**src/design/phi_pkg.sv**
```systemverilog
// Purpose: shared constants and the instruction descriptor for the hazard interlock
// Assumes: seven stages, eight auxiliary address registers, four data registers
// Notes: stage numbers index the pipeline array, oldest stage has the highest number
package phi_pkg;
    localparam int PHI_STAGES = 7;
    localparam int PHI_ST_DEC = 0;
    localparam int PHI_ST_ADR = 1;
    localparam int PHI_ST_AC1 = 2;
    localparam int PHI_ST_AC2 = 3;
    localparam int PHI_ST_RD = 4;
    localparam int PHI_ST_EX = 5;
    localparam int PHI_ST_WR = 6;
    localparam int PHI_AUX_NUM = 8;
    localparam int PHI_DREG_NUM = 4;
    localparam int PHI_DATA_W = 16;
    localparam logic [15:0] PHI_AUX_RST = 16'h0000;
    localparam logic [15:0] PHI_DREG_RST = 16'h0000;
    localparam logic PHI_CPL_RST = 1'h0;

    typedef struct packed {
        logic valid;
        logic amod_wr;
        logic [2:0] amod_reg;
        logic [15:0] amod_val;
        logic ag_rd;
        logic [2:0] ag_reg;
        logic pf_rd;
        logic [2:0] pf_reg;
        logic x_wr;
        logic [2:0] x_reg;
        logic [15:0] x_val;
        logic mem_acc;
        logic st1_wr;
        logic st1_cpl;
        logic dr_rd;
        logic dr_wr;
        logic dr_mmr;
        logic [1:0] dr_reg;
        logic [15:0] dr_val;
    } phi_instr_t;
endpackage

```
**src/design/phi_interlock.sv**
```systemverilog
// Purpose: seven-stage pipeline with interlock for aux address registers and the mode flag
// Assumes: one instruction issued per clock at most, inputs synchronous to core_clk_in
// Notes: register values are modelled here so that read and write timing is observable
//
// Summary of operation
// [RL1] an address-modify write lands in the address stage so a next address-stage user sees it
// [RL2] an address-modify write after a read-stage reader of that register holds two cycles
// [RL3] the held writer waits until the older reader has reached its read stage
// [RL4] a prefetch reader reads at the start of read stage while the writer updates at its end
// [RL5] the prefetched read returns the old value and the same-cycle write is not lost
// [RL6] a plain execute-stage update of an aux register after a read-stage read never stalls
// [RL7] a register operand reached through memory-mapped addressing is read in the read stage
// [RL8] a memory access after a memory-mapped mode-flag write is held in decode, five cycles
// [RL9] the flag write completes in write stage, decode samples it by bypass and advances in that same cycle
// [RL10] data registers use execute stage, or read and write stages when memory-mapped
// [RL11] address-modify updates use their own address-stage write port
// [RL12] each instruction moves one stage per clock unless the interlock holds it
`timescale 1ns/1ps
module phi_interlock
    import phi_pkg::*;
(
    input wire logic core_clk_in,
    input wire logic srst_in,
    input wire logic issue_valid_in,
    input wire phi_instr_t issue_instr_in,
    output logic issue_ready_out,
    output logic [PHI_STAGES-1:0] stage_valid_out,
    output logic stall_adr_out,
    output logic stall_dec_out,
    output logic addr_valid_out,
    output logic [PHI_DATA_W-1:0] addr_out,
    output logic pf_valid_out,
    output logic [PHI_DATA_W-1:0] pf_data_out,
    output logic dr_valid_out,
    output logic [PHI_DATA_W-1:0] dr_data_out,
    output logic cpl_out,
    output logic dec_valid_out,
    output logic dec_cpl_out
);
    // one descriptor per stage, index 0 is decode
    // bubbles are all-zero descriptors, so valid low means empty
    phi_instr_t st_q [PHI_STAGES];
    phi_instr_t st_d [PHI_STAGES];
    logic [PHI_DATA_W-1:0] aux_address_register_q [PHI_AUX_NUM];
    logic [PHI_DATA_W-1:0] dreg_q [PHI_DREG_NUM];
    logic addressing_mode_flag_q;
    logic addr_valid_q;
    logic [PHI_DATA_W-1:0] addr_q;
    logic pf_valid_q;
    logic [PHI_DATA_W-1:0] pf_data_q;
    logic dr_valid_q;
    logic [PHI_DATA_W-1:0] dr_data_q;
    logic dec_valid_q;
    logic dec_cpl_q;

    wire phi_instr_t adr_i = st_q[PHI_ST_ADR];
    wire phi_instr_t dec_i = st_q[PHI_ST_DEC];
    wire phi_instr_t rd_i = st_q[PHI_ST_RD];
    wire phi_instr_t ex_i = st_q[PHI_ST_EX];
    wire phi_instr_t wr_i = st_q[PHI_ST_WR];

    // readers still in the access stages have not prefetched yet; once in read stage
    // they sample before the edge, so the writer may go in that same cycle
    wire ac1_conflict = st_q[PHI_ST_AC1].valid && st_q[PHI_ST_AC1].pf_rd
        && st_q[PHI_ST_AC1].pf_reg == adr_i.amod_reg;
    wire ac2_conflict = st_q[PHI_ST_AC2].valid && st_q[PHI_ST_AC2].pf_rd
        && st_q[PHI_ST_AC2].pf_reg == adr_i.amod_reg;
    wire adr_stall = adr_i.valid && adr_i.amod_wr && (ac1_conflict || ac2_conflict); // [RL2]

    logic flag_wr_pending;
    always_comb begin
        flag_wr_pending = 1'b0;
        // writer already in write stage is not pending: its value is bypassed below
        for (int s = PHI_ST_ADR; s <= PHI_ST_EX; s++) begin
            if (st_q[s].valid && st_q[s].st1_wr) begin
                flag_wr_pending = 1'b1;
            end
        end
    end
    wire dec_stall = dec_i.valid && dec_i.mem_acc && flag_wr_pending; // [RL8]
    wire wr_flag_now = wr_i.valid && wr_i.st1_wr;
    wire cpl_eff = wr_flag_now ? wr_i.st1_cpl : addressing_mode_flag_q; // [RL9]
    // decode must also wait behind a held address stage,
    // otherwise the decode instruction would be lost, since the held writer keeps the address stage
    wire dec_hold = dec_i.valid && (adr_stall || dec_stall);
    wire adr_adv = adr_i.valid && !adr_stall;
    wire dec_adv = dec_i.valid && !dec_hold;

    assign issue_ready_out = !dec_hold;
    assign stall_adr_out = adr_stall;
    assign stall_dec_out = dec_hold;

    always_comb begin
        st_d[PHI_ST_WR] = st_q[PHI_ST_EX]; // [RL12]
        st_d[PHI_ST_EX] = st_q[PHI_ST_RD];
        st_d[PHI_ST_RD] = st_q[PHI_ST_AC2];
        st_d[PHI_ST_AC2] = st_q[PHI_ST_AC1];
        // a held writer sends a bubble ahead of it into the first access stage rather than duplicating itself
        st_d[PHI_ST_AC1] = adr_stall ? '0 : adr_i; // [RL3]
        if (adr_stall) begin
            st_d[PHI_ST_ADR] = adr_i;
        end else if (dec_stall) begin
            st_d[PHI_ST_ADR] = '0;
        end else begin
            st_d[PHI_ST_ADR] = dec_i;
        end
        if (dec_hold) begin
            st_d[PHI_ST_DEC] = dec_i;
        end else if (issue_valid_in) begin
            st_d[PHI_ST_DEC] = issue_instr_in;
        end else begin
            st_d[PHI_ST_DEC] = '0;
        end
    end

    always_ff @(posedge core_clk_in) begin
        for (int s = 0; s < PHI_STAGES; s++) begin
            st_q[s] <= srst_in ? '0 : st_d[s];
        end
    end

    // execute-stage update first, address-stage update last: the address-stage
    // instruction is younger, so it wins a same-cycle clash on one register
    always_ff @(posedge core_clk_in) begin
        if (srst_in) begin
            for (int r = 0; r < PHI_AUX_NUM; r++) begin
                aux_address_register_q[r] <= PHI_AUX_RST;
            end
        end else begin
            if (ex_i.valid && ex_i.x_wr) begin
                aux_address_register_q[ex_i.x_reg] <= ex_i.x_val; // [RL6]
            end
            if (adr_adv && adr_i.amod_wr) begin
                aux_address_register_q[adr_i.amod_reg] <= adr_i.amod_val; // [RL1] [RL11]
            end
        end
    end

    // data registers: plain access in execute, memory-mapped access in read and write
    // limitation: a same-cycle read of both kinds reports only the memory-mapped one
    wire dr_x_wr = ex_i.valid && ex_i.dr_wr && !ex_i.dr_mmr;
    wire dr_w_wr = wr_i.valid && wr_i.dr_wr && wr_i.dr_mmr;
    wire dr_x_rd = ex_i.valid && ex_i.dr_rd && !ex_i.dr_mmr;
    wire dr_r_rd = rd_i.valid && rd_i.dr_rd && rd_i.dr_mmr;

    always_ff @(posedge core_clk_in) begin
        if (srst_in) begin
            for (int r = 0; r < PHI_DREG_NUM; r++) begin
                dreg_q[r] <= PHI_DREG_RST;
            end
        end else begin
            if (dr_w_wr) begin
                dreg_q[wr_i.dr_reg] <= wr_i.dr_val; // [RL10]
            end
            if (dr_x_wr) begin
                dreg_q[ex_i.dr_reg] <= ex_i.dr_val; // [RL10]
            end
        end
    end

    always_ff @(posedge core_clk_in) begin
        if (srst_in) begin
            addressing_mode_flag_q <= PHI_CPL_RST;
        end else if (wr_flag_now) begin
            addressing_mode_flag_q <= wr_i.st1_cpl; // [RL9]
        end
    end

    // all reads sample the pre-edge array, so a same-edge write cannot disturb them
    wire [PHI_DATA_W-1:0] pf_value = aux_address_register_q[rd_i.pf_reg]; // [RL4] [RL5]
    wire [PHI_DATA_W-1:0] dr_r_value = dreg_q[rd_i.dr_reg]; // [RL7]
    wire [PHI_DATA_W-1:0] dr_x_value = dreg_q[ex_i.dr_reg];

    always_ff @(posedge core_clk_in) begin
        if (srst_in) begin
            addr_valid_q <= 1'b0;
            addr_q <= '0;
            pf_valid_q <= 1'b0;
            pf_data_q <= '0;
            dr_valid_q <= 1'b0;
            dr_data_q <= '0;
            dec_valid_q <= 1'b0;
            dec_cpl_q <= PHI_CPL_RST;
        end else begin
            addr_valid_q <= adr_adv && adr_i.ag_rd;
            if (adr_adv && adr_i.ag_rd) begin
                addr_q <= aux_address_register_q[adr_i.ag_reg]; // [RL1]
            end
            pf_valid_q <= rd_i.valid && rd_i.pf_rd;
            if (rd_i.valid && rd_i.pf_rd) begin
                pf_data_q <= pf_value; // [RL5]
            end
            // memory-mapped read in read stage takes priority over an older-form read
            dr_valid_q <= dr_r_rd || dr_x_rd;
            if (dr_r_rd) begin
                dr_data_q <= dr_r_value; // [RL7]
            end else if (dr_x_rd) begin
                dr_data_q <= dr_x_value; // [RL10]
            end
            dec_valid_q <= dec_adv;
            if (dec_adv) begin
                dec_cpl_q <= cpl_eff; // [RL9]
            end
        end
    end

    // occupancy straight from the stage flops
    always_comb begin
        for (int s = 0; s < PHI_STAGES; s++) begin
            stage_valid_out[s] = st_q[s].valid;
        end
    end

    assign addr_valid_out = addr_valid_q;
    assign addr_out = addr_q;
    assign pf_valid_out = pf_valid_q;
    assign pf_data_out = pf_data_q;
    assign dr_valid_out = dr_valid_q;
    assign dr_data_out = dr_data_q;
    assign cpl_out = addressing_mode_flag_q;
    assign dec_valid_out = dec_valid_q;
    assign dec_cpl_out = dec_cpl_q;
endmodule

```
**config.mk**
```make
export PLATFORM = sky130hd
export DESIGN_NAME = phi_interlock
export DESIGN_NICKNAME = d
export VERILOG_FILES = /design/src/design/phi_pkg.sv /design/src/design/phi_interlock.sv
export SDC_FILE = /design/constraint.sdc
export NUM_CORES = 1
export LEC_CHECK = 0
export ABC_CLOCK_PERIOD_IN_PS = 3700
export BUFFER_PORTS_ARGS = -buffer_cell sky130_fd_sc_hd__buf_2
export CAP_MARGIN = 20
export CORE_ASPECT_RATIO = 1.5
export CORE_MARGIN = 8
export CORE_UTILIZATION = 65
export DETAILED_ROUTE_END_ITERATION = 7
export PLACE_DENSITY = 0.95
export SLEW_MARGIN = 20
export SYNTH_ARGS = -nofsm -noshare
export SYNTH_HDL_FRONTEND = slang
export SYNTH_SLANG_ARGS = --single-unit
```
**constraint.sdc**
```tcl
create_clock -name core_clk_in -period 3.7 [get_ports core_clk_in]
set_input_delay 0.185 -clock core_clk_in [delete_from_list [all_inputs] [get_ports core_clk_in]]
set_output_delay 0.185 -clock core_clk_in [all_outputs]
set_load 0.02 [all_outputs]
```
==> run summary <==
Status - finished, final reports clean
Wire per inst - 21.4 µm
Clock-pin slew on the worst setup and hold paths - 70 ps
CP required - 3510 ps
First-pass GRT wire length - 97,200 µm
Final period util - 0.904
Fill count - 2,227
Worst Hold Launch - srst_in
GR Overflow Total - 0
Crit path capture type - output port
Post-cts gate resize count - 0
FP Rows - 87
Final ANT Viol Nets - 0
Compound-Gate Fraction of Synth Area - 0.101
Share of layout cells above drive strength 1 - 0.168
Wirelength, routed - 61,600 µm
Final nets - 2,420
Area delta synth->final - 13.5%
Final min period - 3350 ps
Clk root buf - clkbuf_16
IO Port Bufs - 139
Mean Syn Cell Area - 10.9 µm²
Leakage power - 9.88 nW
Pin count of the biggest net entering global routing - 146
Vias - 18,200
Clk_skew - 19.4 ps
Max Cap Viol - 0
Adder-cell area share of the yosys netlist - 0
Unrepaired setup endpoints after global routing - no
Cell count of the worst reg-to-reg path - 7
Worst Hold Path EP - st_q[1][26]
Setup bufs post-CTS - 0
Slew Limit Fails - 0
Gr usage total - 0.272
Io pins - 140
Vias per std cell - 6.32
DP HPWL - 37,500 µm
Core area - 37,300 µm²
Min-delay worst type - primary input to flip-flop
Clock Path Buffers - 3
Full die area - 44,300 µm²
TNS Setup - 0 ps
Mapped cell area - 24,500 µm²
Setup violations, final - 0
Worst hold stages - 2
Number of diodes - 0
Psw - 2.77 mW
Setup WS pre-CTS - 921 ps
CP Data Arrival Time - 3160 ps
Seq pwr share - 0.545
Internal Pwr Total - 10.2 mW
Placed insts - 2,706
Worst setup path category - flip-flop to output port
DRT iter0 DRCs - 2,049
FF-to-FF Start - st_q[1][70]
Worst-Skew Late Latency - 580 ps
Most used DFF post-synth - dfxtp_1
Gp weighted congestion - 0.872
Initial antenna violation count - 0
Pre-Repair DR Iteration Count - 7
Htree depth - 2
Synth top area share - 0.335
Crit-path cells - xor2_1, nor4_4, o21bai_4, inv_2, buf_4, buf_2
Initial Util - 0.656
CP delay by family, top - buffers and inverters
Die Wd - 175 µm
CTS tree - built
Clock Power Share - 0.418
Setup WS post-layout - 355 ps
Peak supply drop - 358 µV
Worst Setup SP - st_q[1][70]
Hold Fails Final Rpt - 0
Maximum fanout along the worst path - 23
Worst path slowest cell - nor4_4
Vias in the first global route - 18,400
Largest area contributor in the netlist - dfxtp_1
Synth Net Count - 2,331
#FFs+latches synth - 602
Clk sinks - 602
Synth Area in XOR/XNOR - 0.00215
Syn. warnings - 0
Post-synthesis mux area share - 0.108
Sw frac - 0.214
Finished Layout Cells - 2,875
Fmax - 299 MHz
Fraction of registers with async set/reset - 0
RR Endpoint - st_q[1][1]
Worst setup SP type - flip-flop
Distinct cells, synth - 43
Least-Margin Pin Slew - 1040 ps
R2R Setup Slk - 810 ps
Count of mapped cells out of synthesis - 2,255
Post-synth EDFFs - 192
Seq/Total Area, Yosys - 0.570
Hold bufs inserted after CTS - 74
Area contributors post-synth - dfxtp_1, edfxtp_1, mux4_2
Synth cell count leaders - dfxtp_1, nand2_1, edfxtp_1
Worst slew margin - 0.306
Main combinational cell family by area after synthesis - simple AND/OR/NAND/NOR gates
Power per cell area - 465 nW/µm²
Crit path largest cell delay - 810 ps
Die H - 254 µm
Num CTS Buffers - 51
Synth Area in Simple Gates - 0.179
Crit path buf inv count - 3
Gate power share - 0.037
DRC viols - 0
Count leader, synth - dfxtp_1
power by group through the flow:
stage               Combinational [mW]  Clock, mW  Sequential [mW]
floorplan                        0.301          0             7.13
global placement                 0.387          0             7.18
detailed placement               0.401          0             7.19
CTS                              0.467       5.42             7.05
global route                     0.511       5.67             7.06
finish                           0.476       5.41             7.05
state kept, by name, indices dropped and copies added (netlist names):
register and count:
st_q 356, pf_valid_out 1, dec_cpl_out 1, dec_valid_out 1, dr_data_out 16, dreg_q 64, addr_out 16, cpl_out 1
aux_address_register_q 128, addr_valid_out 1, pf_data_out 16, dr_valid_out 1
through the flow:
stage          power [mW]  area (µm²)  utilization  hold slack (ps)
3_5_place_dp         7.59       25400        0.679              419
4_1_cts              12.9       27800        0.745              102
2_1_floorplan        7.43       24500            -              325
6_report             12.9       27800        0.745              101
3_3_place_gp         7.56       25300        0.679              416
5_1_grt              13.2       27800        0.745              144
worst max path at each step:
stage	to	slack (ps)	cells after the start
detailed placement	dreg_q[0][14]	920	4
CTS	stall_adr_out	390	6
global placement	aux_address_register_q[1][6]	1070	4
finish	stall_adr_out	350	6
floorplan	dreg_q[3][0]	1200	7
global route	stall_adr_out	190	6
layer usage:
layer  track usage  part of all wire  up-vias
li1              -                 -     8164
met1         0.326              0.36     8702
met2         0.467              0.50     1064
met3        0.0477             0.085      243
met4         0.141             0.052        0
met5             0                 0        -
worst reg2reg max path, stage by stage (launching register included):
cell      delay, ps
dfxtp_1         510
xor2_1          170
nor4_4          810
o21bai_4        150
inv_2           370
buf_4           410
nand2_1         160
a21oi_1         240
placed cells by master (no fill, tap or decap), types with 11 or more instances in the layout:
| cell | n |
|---|---|
| nand2_1 | 339 |
| dfxtp_1 | 406 |
| nor2b_1 | 164 |
| buf_2 | 138 |
| a211oi_1 | 32 |
| a22o_1 | 64 |
| mux4_2 | 96 |
| buf_4 | 47 |
| o21ai_1 | 48 |
| clkbuf_16 | 52 |
| a311oi_1 | 16 |
| mux2i_1 | 48 |
| nand3_1 | 75 |
| nand2b_1 | 76 |
| a21oi_1 | 91 |
| and2_1 | 50 |
| o21ai_0 | 153 |
| dlygate4sd3_1 | 74 |
| nand4_1 | 73 |
| clkinv_2 | 11 |
| nor2_1 | 44 |
| edfxtp_1 | 192 |
area by class of cell:
type / count / area [µm²] / area share
sequential: 602 / 14000 / 0.503
multi-input combinational: 1422 / 9660 / 0.347
timing repair buffer: 264 / 1850 / 0.0666
clock buffer: 69 / 1460 / 0.0523
tap: 489 / 612 / 0.0220
clock inverter: 26 / 240 / 0.00864
inverter: 3 / 11.3 / 0.000405
cells by family (layout without fill, tap and decap cells):
family,after synthesis,count (layout)
XOR/XNOR,6,6
flip-flops,602,602
multiplexers,145,145
buffers and inverters,231,362
AO/OA/AOI/OAI,409,409
AND/OR/NAND/NOR,862,862
No activity file was read; power rests on OpenSTA's default activity.
